**src/rtl/uaf_pkg.sv**
```systemverilog
/*
  constants, field positions and state types for the autoflow
  and ready-signalling block of one serial channel.
  assumes a single 100 MHz clock and 8N1 character framing.
*/
package uaf_pkg;
  // clock and oversampling
  localparam int CLK_HZ = 100_000_000;
  localparam int BAUD_DEF = 115_200;
  localparam int OS_RATE = 16;
  localparam int OS_DIV_DEF = CLK_HZ / (OS_RATE * BAUD_DEF);
  localparam logic [3:0] OS_HALF = 4'h7;
  localparam logic [3:0] OS_LAST = 4'hF;
  localparam logic [2:0] DBIT_LAST = 3'h7;

  // control bit positions
  localparam int MCR_RTS_BIT = 1;
  localparam int MCR_AFE_BIT = 5;
  localparam int EFR_ARTS_BIT = 6;

  // queue sizing and trigger levels
  localparam int FIFO_DEPTH = 16;
  localparam int LVL_W = 5;
  localparam logic [LVL_W-1:0] TRIG_1 = 5'h01;
  localparam logic [LVL_W-1:0] TRIG_4 = 5'h04;
  localparam logic [LVL_W-1:0] TRIG_8 = 5'h08;
  localparam logic [LVL_W-1:0] TRIG_14 = 5'h0E;
  localparam logic [1:0] SEL_1 = 2'h0;
  localparam logic [1:0] SEL_4 = 2'h1;
  localparam logic [1:0] SEL_8 = 2'h2;
  localparam logic [1:0] SEL_14 = 2'h3;

  // receive timeout, counted in oversample ticks
  localparam int TMO_CHARS = 4;
  localparam int CHAR_BITS = 10;
  localparam int TMO_TICKS = TMO_CHARS * CHAR_BITS * OS_RATE;
  localparam int TMO_W = 10;

  // reset values
  localparam logic RTS_N_RST = 1'b1;
  localparam logic LINE_IDLE = 1'b1;

  typedef enum logic [1:0] {
    TX_IDLE = 2'b00,
    TX_START = 2'b01,
    TX_DATA = 2'b11,
    TX_STOP = 2'b10
  } uaf_tx_state_e;

  typedef enum logic [1:0] {
    RX_IDLE = 2'b00,
    RX_START = 2'b01,
    RX_DATA = 2'b11,
    RX_STOP = 2'b10
  } uaf_rx_state_e;
endpackage : uaf_pkg

```
**src/rtl/uaf_tick_div.sv**
```systemverilog
/*
  oversample enable divider: one-cycle pulse every DIV clocks.
  assumes DIV of at least two.
*/
`timescale 1ns/10ps
module uaf_tick_div #(
  parameter int DIV = 54
) (
  input wire logic ref_clk,
  input wire logic rst,
  output logic tick
);
  localparam int CW = $clog2(DIV);
  logic [CW-1:0] cnt;

  always_ff @(posedge ref_clk) begin
    if (rst) begin
      cnt <= '0;
      tick <= 1'b0;
    end else if (cnt == CW'(DIV - 1)) begin
      cnt <= '0;
      tick <= 1'b1;
    end else begin
      cnt <= cnt + 1'b1;
      tick <= 1'b0;
    end
  end
endmodule : uaf_tick_div

```
**src/rtl/uaf_fifo.sv**
```systemverilog
/*
  synchronous fifo with valid/ready on both sides and a fill level.
  assumes one clock; reads come straight from the storage array.
*/
`timescale 1ns/10ps
module uaf_fifo #(
  parameter int WIDTH = 8,
  parameter int DEPTH = 4
) (
  input wire logic ref_clk,
  input wire logic rst,
  input wire logic [WIDTH-1:0] in_data,
  input wire logic in_valid,
  output logic in_ready,
  output logic [WIDTH-1:0] out_data,
  output logic out_valid,
  input wire logic out_ready,
  output logic [$clog2(DEPTH+1)-1:0] level
);
  localparam int AW = $clog2(DEPTH);
  localparam int LW = $clog2(DEPTH + 1);
  logic [WIDTH-1:0] mem [DEPTH];
  logic [AW-1:0] wr_ptr;
  logic [AW-1:0] rd_ptr;
  logic push;
  logic pop;

  assign in_ready = (level != LW'(DEPTH));
  assign out_valid = (level != '0);
  assign push = in_valid & in_ready;
  assign pop = out_valid & out_ready;
  assign out_data = mem[rd_ptr];

  always_ff @(posedge ref_clk) begin
    if (push) begin
      mem[wr_ptr] <= in_data;
    end
  end

  always_ff @(posedge ref_clk) begin
    if (rst) begin
      wr_ptr <= '0;
      rd_ptr <= '0;
    end else begin
      if (push) begin
        wr_ptr <= (wr_ptr == AW'(DEPTH - 1)) ? '0 : wr_ptr + 1'b1;
      end
      if (pop) begin
        rd_ptr <= (rd_ptr == AW'(DEPTH - 1)) ? '0 : rd_ptr + 1'b1;
      end
    end
  end

  always_ff @(posedge ref_clk) begin
    if (rst) begin
      level <= '0;
    end else if (push && !pop) begin
      level <= level + 1'b1;
    end else if (pop && !push) begin
      level <= level - 1'b1;
    end
  end
endmodule : uaf_fifo

```
**src/rtl/uaf_autoflow.sv**
```systemverilog
/*
  one serial channel: 8N1 transmitter and receiver with auto-cts,
  auto-rts, active-low ready outputs and local loopback.
  assumes all inputs synchronous to ref_clk; the host side
  drives the control bytes and the two queue ports.
*/
`timescale 1ns/10ps
module uaf_autoflow
  import uaf_pkg::*;
#(
  parameter int OS_DIV = OS_DIV_DEF,
  parameter int DEPTH = FIFO_DEPTH
) (
  input wire logic ref_clk,
  input wire logic rst,
  input wire logic [7:0] modem_ctrl_reg,
  input wire logic [7:0] enhanced_feature_reg,
  input wire logic [1:0] rx_trig_sel,
  input wire logic [1:0] tx_trig_sel,
  input wire logic loopback,
  input wire logic [7:0] tx_wr_data,
  input wire logic tx_wr_valid,
  output logic tx_wr_ready,
  output logic [7:0] rx_rd_data,
  output logic rx_rd_err,
  output logic rx_rd_valid,
  input wire logic rx_rd_ready,
  input wire logic rxd,
  output logic txd,
  input wire logic cts_n,
  output logic rts_n,
  output logic rx_ready_n,
  output logic tx_ready_n,
  output logic cts_delta,
  output logic [LVL_W-1:0] rx_level
);
  logic tick;
  logic mcr_rts;
  logic auto_cts_en;
  logic auto_rts_en;
  logic trig14;
  logic [LVL_W-1:0] rx_trig;
  logic [LVL_W-1:0] tx_trig;
  logic [LVL_W-1:0] tx_level;
  logic [LVL_W-1:0] tx_free;
  logic [7:0] tx_q_data;
  logic tx_q_valid;
  logic tx_take;
  logic cts_ok_now;
  logic cts_go;
  logic cts_q;
  uaf_tx_state_e tx_state;
  logic [3:0] tx_os;
  logic [2:0] tx_bit;
  logic [7:0] tx_sh;
  logic tx_line;
  logic rx_in;
  uaf_rx_state_e rx_state;
  logic [3:0] rx_os;
  logic [2:0] rx_bit;
  logic [7:0] rx_sh;
  logic rx_in_flight;
  logic rx_push;
  logic [8:0] rx_push_data;
  logic [8:0] rx_q_data;
  logic rx_q_ready;
  logic rx_pop;
  logic [LVL_W-1:0] err_cnt;
  logic [TMO_W-1:0] tmo_cnt;
  logic tmo_hit;
  logic rts_ok;
  logic rx_rdy;
  logic tx_rdy;

  uaf_tick_div #(.DIV(OS_DIV)) u_div (
    .ref_clk(ref_clk),
    .rst(rst),
    .tick(tick)
  );

  ////////////////////////////////////////////////////////////////////
  // control decode
  assign mcr_rts = modem_ctrl_reg[MCR_RTS_BIT];
  assign auto_cts_en = modem_ctrl_reg[MCR_AFE_BIT];
  assign auto_rts_en = enhanced_feature_reg[EFR_ARTS_BIT] & mcr_rts;
  assign trig14 = (rx_trig_sel == SEL_14);

  function automatic logic [LVL_W-1:0] trig_of(input logic [1:0] sel);
    case (sel)
      SEL_1: trig_of = TRIG_1;
      SEL_4: trig_of = TRIG_4;
      SEL_8: trig_of = TRIG_8;
      default: trig_of = TRIG_14;
    endcase
  endfunction : trig_of

  assign rx_trig = trig_of(rx_trig_sel);
  assign tx_trig = trig_of(tx_trig_sel);
  assign tx_free = LVL_W'(DEPTH) - tx_level;

  ////////////////////////////////////////////////////////////////////
  // queues
  // sixteen-entry queues
  uaf_fifo #(.WIDTH(8), .DEPTH(DEPTH)) u_txq (
    .ref_clk(ref_clk),
    .rst(rst),
    .in_data(tx_wr_data),
    .in_valid(tx_wr_valid),
    .in_ready(tx_wr_ready),
    .out_data(tx_q_data),
    .out_valid(tx_q_valid),
    .out_ready(tx_take),
    .level(tx_level)
  );

  uaf_fifo #(.WIDTH(9), .DEPTH(DEPTH)) u_rxq (
    .ref_clk(ref_clk),
    .rst(rst),
    .in_data(rx_push_data),
    .in_valid(rx_push),
    .in_ready(rx_q_ready),
    .out_data(rx_q_data),
    .out_valid(rx_rd_valid),
    .out_ready(rx_rd_ready),
    .level(rx_level)
  );

  assign rx_rd_data = rx_q_data[7:0];
  assign rx_rd_err = rx_q_data[8];
  assign rx_pop = rx_rd_valid & rx_rd_ready;

  ////////////////////////////////////////////////////////////////////
  // transmitter
  // start only with cts while auto-cts is on
  assign cts_ok_now = !auto_cts_en || !cts_n;
  assign tx_take = tx_q_valid &&
    (((tx_state == TX_IDLE) && cts_ok_now) ||
     ((tx_state == TX_STOP) && tick && (tx_os == OS_LAST) && cts_go));

  always_ff @(posedge ref_clk) begin
    if (rst) begin
      tx_state <= TX_IDLE;
      tx_os <= '0;
      tx_bit <= '0;
      tx_sh <= '0;
      tx_line <= LINE_IDLE;
    end else if (tx_take) begin
      tx_state <= TX_START;
      tx_os <= '0;
      tx_sh <= tx_q_data;
      tx_line <= 1'b0;
    end else if (tick && (tx_state != TX_IDLE)) begin
      tx_os <= tx_os + 1'b1;
      if (tx_os == OS_LAST) begin
        case (tx_state)
          TX_START: begin
            tx_state <= TX_DATA;
            tx_bit <= '0;
            tx_line <= tx_sh[0];
          end
          TX_DATA: begin
            tx_bit <= tx_bit + 1'b1;
            tx_sh <= {1'b0, tx_sh[7:1]};
            tx_line <= (tx_bit == DBIT_LAST) ? LINE_IDLE : tx_sh[1];
            if (tx_bit == DBIT_LAST) begin
              tx_state <= TX_STOP;
            end
          end
          default: begin
            tx_state <= TX_IDLE;
            tx_line <= LINE_IDLE;
          end
        endcase
      end
    end
  end

  always_ff @(posedge ref_clk) begin
    if (rst) begin
      cts_go <= 1'b0;
    end else if (tick && (tx_state == TX_STOP) && (tx_os == OS_HALF)) begin
      cts_go <= cts_ok_now;
    end
  end

  always_ff @(posedge ref_clk) begin
    if (rst) begin
      txd <= LINE_IDLE;
    end else begin
      txd <= tx_line | loopback;
    end
  end

  always_ff @(posedge ref_clk) begin
    if (rst) begin
      cts_q <= 1'b1;
      cts_delta <= 1'b0;
    end else begin
      cts_q <= cts_n;
      cts_delta <= (cts_n != cts_q) && !auto_cts_en;
    end
  end

  ////////////////////////////////////////////////////////////////////
  // receiver
  // transmit looped to receive
  assign rx_in = loopback ? tx_line : rxd;

  // overrun: a character that finds the queue full is dropped
  always_ff @(posedge ref_clk) begin
    if (rst) begin
      rx_state <= RX_IDLE;
      rx_os <= '0;
      rx_bit <= '0;
      rx_sh <= '0;
      rx_in_flight <= 1'b0;
      rx_push <= 1'b0;
      rx_push_data <= '0;
    end else begin
      rx_push <= 1'b0;
      case (rx_state)
        RX_IDLE: begin
          rx_os <= '0;
          if (!rx_in) begin
            rx_state <= RX_START;
          end
        end
        RX_START: begin
          if (tick) begin
            rx_os <= rx_os + 1'b1;
            if (rx_os == OS_HALF) begin
              rx_os <= '0;
              rx_bit <= '0;
              rx_state <= rx_in ? RX_IDLE : RX_DATA;
            end
          end
        end
        RX_DATA: begin
          if (tick) begin
            rx_os <= rx_os + 1'b1;
            if (rx_os == OS_LAST) begin
              rx_sh <= {rx_in, rx_sh[7:1]};
              rx_bit <= rx_bit + 1'b1;
              rx_in_flight <= 1'b1;
              if (rx_bit == DBIT_LAST) begin
                rx_state <= RX_STOP;
              end
            end
          end
        end
        default: begin
          if (tick) begin
            rx_os <= rx_os + 1'b1;
            if (rx_os == OS_LAST) begin
              rx_push <= rx_q_ready;
              rx_push_data <= {~rx_in, rx_sh};
              rx_in_flight <= 1'b0;
              rx_state <= RX_IDLE;
            end
          end
        end
      endcase
    end
  end

  // entries in the queue carrying a framing error
  always_ff @(posedge ref_clk) begin
    if (rst) begin
      err_cnt <= '0;
    end else begin
      err_cnt <= err_cnt + LVL_W'(rx_push && rx_push_data[8])
                         - LVL_W'(rx_pop && rx_rd_err);
    end
  end

  // timeout: data waiting, no queue activity for four characters
  always_ff @(posedge ref_clk) begin
    if (rst || rx_push || rx_pop || (rx_level == '0)) begin
      tmo_cnt <= '0;
      tmo_hit <= 1'b0;
    end else if (tick && !tmo_hit) begin
      tmo_cnt <= tmo_cnt + 1'b1;
      tmo_hit <= (tmo_cnt == TMO_W'(TMO_TICKS - 1));
    end
  end

  ////////////////////////////////////////////////////////////////////
  // ready outputs
  // empty or error wins
  always_ff @(posedge ref_clk) begin
    if (rst) begin
      rx_rdy <= 1'b0;
    end else if ((rx_level == '0) || (err_cnt != '0)) begin
      rx_rdy <= 1'b0;
    end else if ((rx_level >= rx_trig) || tmo_hit) begin
      rx_rdy <= 1'b1;
    end
  end
  assign rx_ready_n = ~rx_rdy;

  always_ff @(posedge ref_clk) begin
    if (rst) begin
      tx_rdy <= 1'b0;
    end else if (tx_level == LVL_W'(DEPTH)) begin
      tx_rdy <= 1'b0;
    end else if (tx_free >= tx_trig) begin
      tx_rdy <= 1'b1;
    end
  end
  assign tx_ready_n = ~tx_rdy;

  ////////////////////////////////////////////////////////////////////
  // request-to-send
  always_ff @(posedge ref_clk) begin
    if (rst) begin
      rts_ok <= 1'b1;
    end else if (trig14) begin
      rts_ok <= (rx_level + LVL_W'(rx_in_flight)) < LVL_W'(DEPTH);
    end else if (rx_level >= rx_trig) begin
      rts_ok <= 1'b0;
    end else if (rx_level == '0) begin
      rts_ok <= 1'b1;
    end
  end

  always_ff @(posedge ref_clk) begin
    if (rst) begin
      rts_n <= RTS_N_RST;
    end else begin
      rts_n <= ~(mcr_rts && (!auto_rts_en || rts_ok));
    end
  end
endmodule : uaf_autoflow

```
**config.mk**
```make
export PLATFORM = sky130hd
export DESIGN_NAME = uaf_autoflow
export DESIGN_NICKNAME = d
export VERILOG_FILES = /design/src/rtl/uaf_pkg.sv /design/src/rtl/uaf_tick_div.sv /design/src/rtl/uaf_fifo.sv /design/src/rtl/uaf_autoflow.sv
export SDC_FILE = /design/constraint.sdc
export NUM_CORES = 1
export LEC_CHECK = 0
export BUFFER_PORTS_ARGS = -buffer_cell sky130_fd_sc_hd__buf_4
export CAP_MARGIN = 30
export CORE_ASPECT_RATIO = 1.5
export CORE_MARGIN = 1
export CORE_UTILIZATION = 37
export DETAILED_ROUTE_END_ITERATION = 12
export PLACE_DENSITY = 0.49
export SETUP_SLACK_MARGIN = 0.5
export SYNTH_ARGS = -nofsm -noshare
export SYNTH_HDL_FRONTEND = slang
export SYNTH_SLANG_ARGS = --single-unit
```
**constraint.sdc**
```tcl
create_clock -name ref_clk -period 3.5 [get_ports ref_clk]
set_input_delay 0.7 -clock ref_clk [delete_from_list [all_inputs] [get_ports ref_clk]]
set_output_delay 0.7 -clock ref_clk [all_outputs]
set_load 0.02 [all_outputs]
```
# Word level (Yosys, flattened, before mapping)
# Memories as Yosys holds them, arrays and structs flattened. A register that Yosys moved wholly into a read port is not among the register bits.
# Index checks and enable logic that the tools add are counted.
[totals] n_memories=2 inputBits=35 out_inout_bits=21 ram_bits=272 wordCells=235 register_bits=103
[mem_list] memory="u_rxq.mem" words=16 word_bits=9 rd=1 rd_ports_with_merged_regs=1 wr=1 line_no="uaf_fifo.sv:22" rtl="logic [WIDTH-1:0] mem [DEPTH];"
[mem_list] memory="u_txq.mem" words=16 word_bits=8 rd=1 rd_ports_with_merged_regs=1 wr=1 line_no="uaf_fifo.sv:22"
[op_classes] n_lt_le_gt_ge=3 mux=62 n_addsub=18 bitwise_logic=15 eq_ne=34 reduce_logical=69
[op_table] op="2-to-1 mux 4 bit" count=11
[op_table] op="2-to-1 mux 8 bit" count=4
[op_table] op="adder 4 x 1 -> 4 bit (second input constant)" count=6
[op_table] op="== test 4 bit (second input constant)" count=6
[op_table] op="one-hot mux 4 bit (3 select lines)" count=2
[op_table] op="2-to-1 mux 1 bit" count=20
[op_table] op="2-to-1 mux 2 bit" count=10
[op_table] op="2-to-1 mux 5 bit" count=4
[op_table] op="AND reduction 3 bit" count=6
[op_table] op="nonzero test 2 bit" count=9
[op_table] op="logical AND 1 bit" count=16
[op_table] op="nonzero test 5 bit" count=3
[op_table] op="== test 2 bit (second input constant)" count=6
[op_table] op="2-to-1 mux 3 bit" count=4
[op_table] op="one-hot mux 3 bit (2 select lines)" count=2
[op_table] op="adder 10 x 1 -> 10 bit (second input constant)" count=1
[op_table] op="adder 5 x 1 -> 5 bit" count=2
[op_table] op="adder 5 x 1 -> 5 bit (second input constant)" count=2
[op_table] op="== test 10 bit (second input constant)" count=1
[op_table] op="greater-or-equal comparator 5 bit" count=2
[op_table] op="!= test 2 bit (second input constant)" count=5
[op_table] op="!= test 5 bit (second input constant)" count=2
[op_table] op="OR reduction 2 bit" count=5
[op_table] op="subtractor 5 x 1 -> 5 bit (second input constant)" count=2
[op_table] op="31 further kinds" count=70

# Depth between registers and ports, before layout
# Gate-level depths: netlist of the first run.
[depth] depth_word=10 depth_mapped=15 ltp_nobuf=15

# By module
# A second synthesis of the first run with hierarchy kept.
[unflattened] cells_unflattened=1067 hier_area_um2=15841.4
[by_module_without_submodules] module="uaf_fifo (u_rxq)" cells_per_inst=332 area_per_inst_um2=6361.1 seq_area_each_um2=4664.5 n_inst=1
[by_module_without_submodules] module="uaf_fifo (u_txq)" cells_per_inst=313 area_per_inst_um2=5766.8 seq_area_each_um2=4184.0 n_inst=1
[by_module_without_submodules] module="uaf_autoflow" cells_per_inst=394 area_per_inst_um2=3442.1 seq_area_each_um2=1401.3 n_inst=1
[by_module_without_submodules] module="uaf_tick_div" cells_per_inst=28 area_per_inst_um2=271.5 seq_area_each_um2=140.1 n_inst=1

# Worst setup path before layout of the first run
# OpenSTA, ideal clock, no wires.
[synth_path] path_kind="register -> register" startpoint="register with a tool-made name" endpoint="register err_cnt[4]" path_stages_with_launch=13 setup_time_ns=0.070 slack_ns=0.225 arrival_ns=3.205 n_path_buf=1 required_ns=3.430 period_less_slack_ns=3.275 path_cell_list="dfxtp_1 > buf_2 > mux4_2 > mux4_2 > and3_1 > ha_1 > inv_1 > ha_1 > fa_1 > a21oi_1 > nor2_1 > or3_1 > a21oi_1"
[synth_lines] item="end signal: assignment" line_no="uaf_autoflow.sv:271" rtl="err_cnt <= err_cnt + LVL_W'(rx_push && rx_push_data[8])"
[synth_lines] item="end: declaration" line_no="uaf_autoflow.sv:68" rtl="logic [LVL_W-1:0] err_cnt;"

==> flow_summary_export.csv, run 1 <==
group,metric,value,unit
die,dieHeight,252.7,um
timing,period_needed,3.180,ns
global_route,grt_pass1_vias,8807,
timing,finalHoldViolCount,0,
critical_path,critPathKind,"reg -> reg",
die,num_rows,91,
clock_tree,root_buffer,"clkbuf_16",
final_layout,final_nets,1181,
global_route,grt_pass1_wl,51380,um
detailed_routing,via_per_inst,5.025,
detailed_routing,routed_wl,32990,um
critical_path,slowest_delay,0.52,ns
clock_tree,htree_levels,2,
synthesis,ys_seq_elements,383,
critical_path,path_cells,"mux4_2 -> mux4_2 -> and3_4 -> ha_4 -> inv_2 -> ha_4 -> fa_2 -> a21oi_2 -> nor2_2 -> or3_4 -> a21oi_2",
synthesis,synth_edf_count,272,
synthesis,syn_avg_cell_area,15.48,um2
min_path,hold_class,"in -> reg",
clock_tree,clockBufferDepth,3,
placed_design,numPortBuffers,42,
critical_path,crit_buf_inv,1,
critical_path,crit_slowest_cell,"mux4_2",
global_route,overflow,0,
synthesis,synth-async-reset-ratio,0,
final_layout,layout-drive-gt1-share,0.2434,
global_route,grt_usage,0.1593,
timing,fmax,314.4,MHz
outcome,status,"finished, final reports clean",
detailed_routing,firstDrtPassIters,4,
placed_design,dp_hpwl,21950,um
power,vdd_drop_max,0.3693,mV
detailed_routing,drt_first_iter_violations,415,
critical_path,crit_arrival,3.65,ns
critical_path,end_kind,"flop",
timing,worst_pin_slew,0.9448,ns
synthesis,ys_warn_count,0,
global_route,grt_start_max_net_pins,48,
timing,rsz0062_at_grt,"true",
synthesis,syn_nets,1084,
die,die-area,42750,um2
detailed_routing,wire_per_inst,19.55,um
die,coreArea,41220,um2
clock_tree,cts_hold_buf,0,
synthesis,synthesis.area,15510,um2
synthesis,seq_area_frac_synth,0.6700,
timing,maxSlewHeadroom,0.3678,
timing,setup_viol,0,
timing,finalClockSkew,0.02727,ns
power,powerDensity,658.2,nW/um2
synthesis,synth-main-ff-cell,"edfxtp_1",
placed_design,placedCellCount,1599,
clock_tree,cts_tree,"done",
final_layout,syn_to_final_growth,18.55,%
final_layout,post-route-util,0.4460,
synthesis,synth_cells,1002,
detailed_routing,drtAntennaViolNets,0,
die,start_util,0.3762,
clock_tree,clkTransAtPathRegs,0.06,ns
critical_path,cp_top_family,"multiplexers",
final_layout,num_antenna_cells,0,
critical_path,critical_path.startpoint_type,"flop",
flow_run,max_cap_violations,0,
timing,slew_violations,0,
detailed_routing,drc_errors,0,
timing,setup_tns,0,ns
power,p_leak,6.217,nW
die,io_pins,56,
synthesis,yosys.cell_types.count,56,
final_layout,nFillCells,3735,
clock_tree,clkSinkCount,383,
critical_path,required,3.97,ns
final_layout,fin_cells,1688,
die,die-width,169.2,um
placed_design,gp_congestion,0.7364,
critical_path,crit_fanout,5,
global_route,antenna_found_initial,0,
detailed_routing,via_count,8483,
timing,layout_worst_path_cycle_share,0.9087,
clock_tree,clk_latency,0.54,ns
clock_tree,cts_inserted_buffers,39,
[cell families (layout without fill, tap and decap cells)]
| kind of cell | Yosys count | after routing | synth area share |
|---|---|---|---|
| fa+ha+maj | 47 | 47 | 0.03937 |
| simple gates | 237 | 237 | 0.07092 |
| buf+inv | 81 | 209 | 0.02162 |
| xor+xnor | 37 | 37 | 0.02090 |
| mux | 110 | 110 | 0.1317 |
| flops | 383 | 383 | 0.6700 |
| compound gates | 107 | 107 | 0.04551 |
[what timing repair did]
item / 4_1_cts / 5_1_grt
setup buffers: 7 / 6
setup endpoints to repair: 11 / 19
gates cloned: 0 / 4
gates resized for setup: 22 / 24
pin swaps: 7 / 14
[stage by stage]
step	power (mW)	hold WS, ns	cell area (um2)	setup slack (ns)
final	12.10	0.3680	18380	0.3195
after global routing	12.70	0.3553	18380	0.2349
after global placement	7.630	0.4500	16670	0.2288
after CTS	11.96	0.3442	18120	0.2939
after detailed placement	7.657	0.4539	16700	0.2238
after floorplan	6.937	0.4267	15530	0.3236
[power by group]
part / internal [mW] / switching [mW]
sequential: 5.03 / 0.231
combinational: 1.42 / 1.31
clock: 2.38 / 1.73
total: 8.83 / 3.27
[worst register-to-register path, stage by stage, from the launching register on]
cell and delay (ns):
dfxtp_4 0.41, mux4_2 0.52, mux4_2 0.52, and3_4 0.18
ha_4 0.25, inv_2 0.03, ha_4 0.15, fa_2 0.37
a21oi_2 0.16, nor2_2 0.05, or3_4 0.36, a21oi_2 0.11
[layout by cell type (no fill, tap or decap), drive strengths merged, types with 7 or more instances in the layout]
| cell | count |
|---|---|
| nand2 | 44 |
| nor3 | 18 |
| edfxtp | 272 |
| o22ai | 10 |
| clkinv | 10 |
| o21ai | 12 |
| inv | 33 |
| nand2b | 11 |
| xnor2 | 19 |
| mux2i | 33 |
| nand3 | 13 |
| clkbuf | 60 |
| nand4 | 11 |
| a221oi | 7 |
| ha | 44 |
| a21oi | 39 |
| mux4 | 75 |
| buf | 101 |
| xor2 | 18 |
| dfxtp | 111 |
| o221ai | 9 |
| nor2 | 105 |
[path summary, 6_finish.rpt]
| check | cells past startpoint | start | slack, ns | to |
|---|---|---|---|---|
| setup / recovery | 11 | flop | 0.32 | err_cnt[4] |
| hold / removal | 2 | modem_ctrl_reg[5] | 0.37 | cts_delta |
| setup reg to reg | 11 | flop | 0.32 | err_cnt[4] |
| hold reg to reg | 2 | tx_bit[1] | 0.46 | tx_bit[1] |
[cells in the mapped netlist, types with 2 or more instances]
master    count  share of area
edfxtp_1    272           0.53
dfxtp_1     111           0.14
nor2_1      104          0.025
mux4_2       75           0.11
ha_1         44          0.036
nand2_1      44          0.011
a21oi_1      39          0.013
mux2i_1      33          0.021
inv_1        31         0.0075
clkbuf_1     28         0.0068
xnor2_1      19          0.011
nor3_1       18         0.0058
xor2_1       18          0.010
buf_2        13         0.0042
nand3_1      13         0.0042
o21ai_0      12         0.0039
nand2b_1     11         0.0044
nand4_1      11         0.0044
o22ai_1      10         0.0040
o221ai_1      9         0.0051
a221oi_1      7         0.0040
a21o_1        6         0.0029
and3_1        6         0.0024
nor2b_1       6         0.0024
or3_1         6         0.0024
a311oi_1      5         0.0028
buf_1         4        0.00097
nand4b_1      4         0.0023
nor4_1        4         0.0016
a211oi_1      3         0.0015
a31oi_1       3         0.0012
fa_1          3         0.0039
a22oi_1       2        0.00097
buf_4         2        0.00097
mux2_2        2         0.0015
o211ai_1      2        0.00097
or2_2         2        0.00081
or4_1         2        0.00097
[layer usage]
metal,track usage,wire [um],vias up,part of all wire
li1,-,-,4027,-
met1,0.1759,12710,4313,0.39
met2,0.3103,18830,97,0.57
met3,0.02192,718,46,0.022
met4,0.04865,737,0,0.022
met5,0,0,-,0
[registers in the layout, summed over array words and instances, names as in the netlist, 5 cells and up, named ones only]
signal,flops
err_cnt,5
rx_push_data,9
rx_sh,8
tmo_cnt,10
tx_sh,8
u_div.cnt,6
u_rxq.level,5
u_rxq.mem,144
u_txq.level,5
u_txq.mem,128
[cell type report]
class	instances	area (um2)	area share
flip-flops and latches	383	10400	0.5658
multi-input cells	538	4946	0.2690
clock buffers	57	1116	0.06071
repair buffers	104	948.4	0.05159
well taps	558	698.2	0.03798
clock inverters	15	145.1	0.007895
inverters	33	127.6	0.006942
(Power assumes the default switching activity.)
==> run 2, diff against run 1 <==
==> constraint.sdc (replaced) <==
create_clock -name ref_clk -period 3.5 [get_ports ref_clk]
set_input_delay 0.175 -clock ref_clk [delete_from_list [all_inputs] [get_ports ref_clk]]
set_output_delay 0.175 -clock ref_clk [all_outputs]
set_load 0.02 [all_outputs]
==> flow_summary_export.csv, run 2 (synthesis results as in run 1) <==
group,metric,value,unit
critical_path,crit_fanout,5,
die,die-area,42750,um2
clock_tree,root_buffer,"clkbuf_16",
die,coreArea,41220,um2
final_layout,syn_to_final_growth,18.67,%
timing,maxSlewHeadroom,0.4061,
final_layout,largest_reg_flops,144,
timing,fmax,323.5,MHz
critical_path,r2r_slack,0.41,ns
placed_design,numPortBuffers,42,
global_route,overflow,0,
die,start_util,0.3762,
power,p_int,8.912,mW
detailed_routing,firstDrtPassIters,4,
detailed_routing,via_count,8477,
power,power.switching,3.214,mW
global_route,antenna_found_initial,0,
detailed_routing,wire_per_inst,19.07,um
clock_tree,clkSinkCount,383,
power,fin_total_pwr,12.13,mW
final_layout,most-common-layout-cells,"edfxtp_1, dfxtp_1, nor2_1, buf_4, mux4_2",
timing,setup_viol,0,
power,powerDensity,658.9,nW/um2
critical_path,critical_path.startpoint_type,"flop",
placed_design,gp_congestion,0.7506,
detailed_routing,drc_errors,0,
timing,layout_worst_path_cycle_share,0.8831,
clock_tree,htree_levels,2,
final_layout,reg.largest.list,"u_rxq.mem (144), u_txq.mem (128), tmo_cnt (10)",
critical_path,worst_r2r_path_depth,11,
outcome,status,"finished, final reports clean",
final_layout,layout-drive-gt1-share,0.2346,
clock_tree,cts_inserted_buffers,38,
final_layout,layout.cells.most_common,"edfxtp_1",
global_route,grt_usage,0.1569,
power,p_comb_frac,0.203,
final_layout,num_antenna_cells,0,
timing,slew_violations,0,
final_layout,top_register,"u_rxq.mem",
detailed_routing,drtAntennaViolNets,0,
die,dieHeight,252.7,um
power,p_seq_frac,0.434,
timing,finalClockSkew,0.02328,ns
min_path,hold_class,"in -> reg",
min_path,hp-start,"rx_trig_sel[1]",
critical_path,worstSetupEndpoint,"err_cnt[4]",
timing,setup_tns,0,ns
clock_tree,clk_latency,0.54,ns
global_route,grt_pass1_vias,8945,
clock_tree,cts_tree,"done",
die,die-width,169.2,um
flow_run,max_cap_violations,0,
critical_path,critPathKind,"reg -> reg",
critical_path,required,3.96,ns
timing,finalHoldViolCount,0,
critical_path,crit_arrival,3.56,ns
final_layout,final_nets,1190,
global_route,grt_pass1_wl,50670,um
timing,worst_pin_slew,0.8875,ns
clock_tree,clkTransAtPathRegs,0.06,ns
final_layout,post-route-util,0.4465,
power,switching_share,0.2650,
power,p_leak,6.244,nW
die,num_rows,91,
timing,period_needed,3.091,ns
global_route,grt_start_max_net_pins,43,
die,io_pins,56,
timing,rsz0062_at_grt,"true",
critical_path,r2r-end,"err_cnt[4]",
power,clkPwrFrac,0.362,
critical_path,end_kind,"flop",
final_layout,nFillCells,3740,
placed_design,dp_hpwl,21800,um
clock_tree,clockBufferDepth,3,
detailed_routing,via_per_inst,4.998,
detailed_routing,routed_wl,32340,um
detailed_routing,drt_first_iter_violations,467,
power,vdd_drop_max,0.4791,mV
## run 2: stage by stage
| step | cells | worst slack [ns] | hold WS, ns | cell area [um2] |
|---|---|---|---|---|
| after floorplan | 1002 | 0.3236 | 0.2523 | 15530 |
| after global placement | 1598 | 0.2316 | 0.3778 | 16680 |
| after detailed placement | 1600 | 0.2456 | 0.3836 | 16700 |
| after CTS | 1692 | 0.3671 | 0.006890 | 18310 |
| after global routing | 1696 | 0.3074 | 0.04576 | 18400 |
| final | 1696 | 0.4091 | 0.02894 | 18400 |
## run 2: what timing repair did
action / 4_1_cts / 5_1_grt
pin swaps: 3 / 2
gates resized for setup: 13 / 12
hold endpoints to repair: 137 / 0
buffers inserted: 7 / 4
setup endpoints to repair: 11 / 13
hold buffers: 15 / 0
## run 2: power groups by stage
stage	Combinational (mW)	Sequential [mW]	Clock, mW
floorplan	1.66	5.28	0
global placement	2.29	5.35	0
detailed placement	2.30	5.35	0
CTS	2.44	5.27	4.53
global route	2.75	5.29	4.68
finish	2.46	5.27	4.39
## run 2: worst min-delay path by stage
stage,cells after the start,endpoint
final,3,rts_ok
after global placement,2,txd
after detailed placement,2,cts_delta
after CTS,3,rts_ok
after global routing,3,rts_ok
after floorplan,1,cts_delta
## run 2: cell type report
| type | instances | area, um2 | area share |
|---|---|---|---|
| Multi-Input combinational cell | 538 | 4910 | 0.2668 |
| Tap cell | 558 | 698.2 | 0.03794 |
| Timing Repair Buffer | 114 | 912.1 | 0.04957 |
| Clock buffer | 48 | 1040 | 0.05650 |
| Inverter | 33 | 130.1 | 0.007071 |
| Clock inverter | 22 | 310.3 | 0.01686 |
| Sequential cell | 383 | 10400 | 0.5653 |
## run 2: critical path: stages (launching register included)
cell and delay, ns:
dfxtp_4 0.39, mux4_2 0.51, mux4_2 0.53, and3_4 0.18, ha_4 0.25, inv_2 0.04
ha_4 0.15, fa_2 0.35, a21oi_2 0.14, nor2_2 0.05, or3_1 0.33, a21oi_1 0.11
## run 2: layer usage
metal,GRT usage,vias to the layer above,wire length (um)
met5,0,-,0
met4,0.05689,0,993
met2,0.3041,112,17950
met3,0.02208,49,886
li1,-,4044,-
met1,0.1705,4272,12510
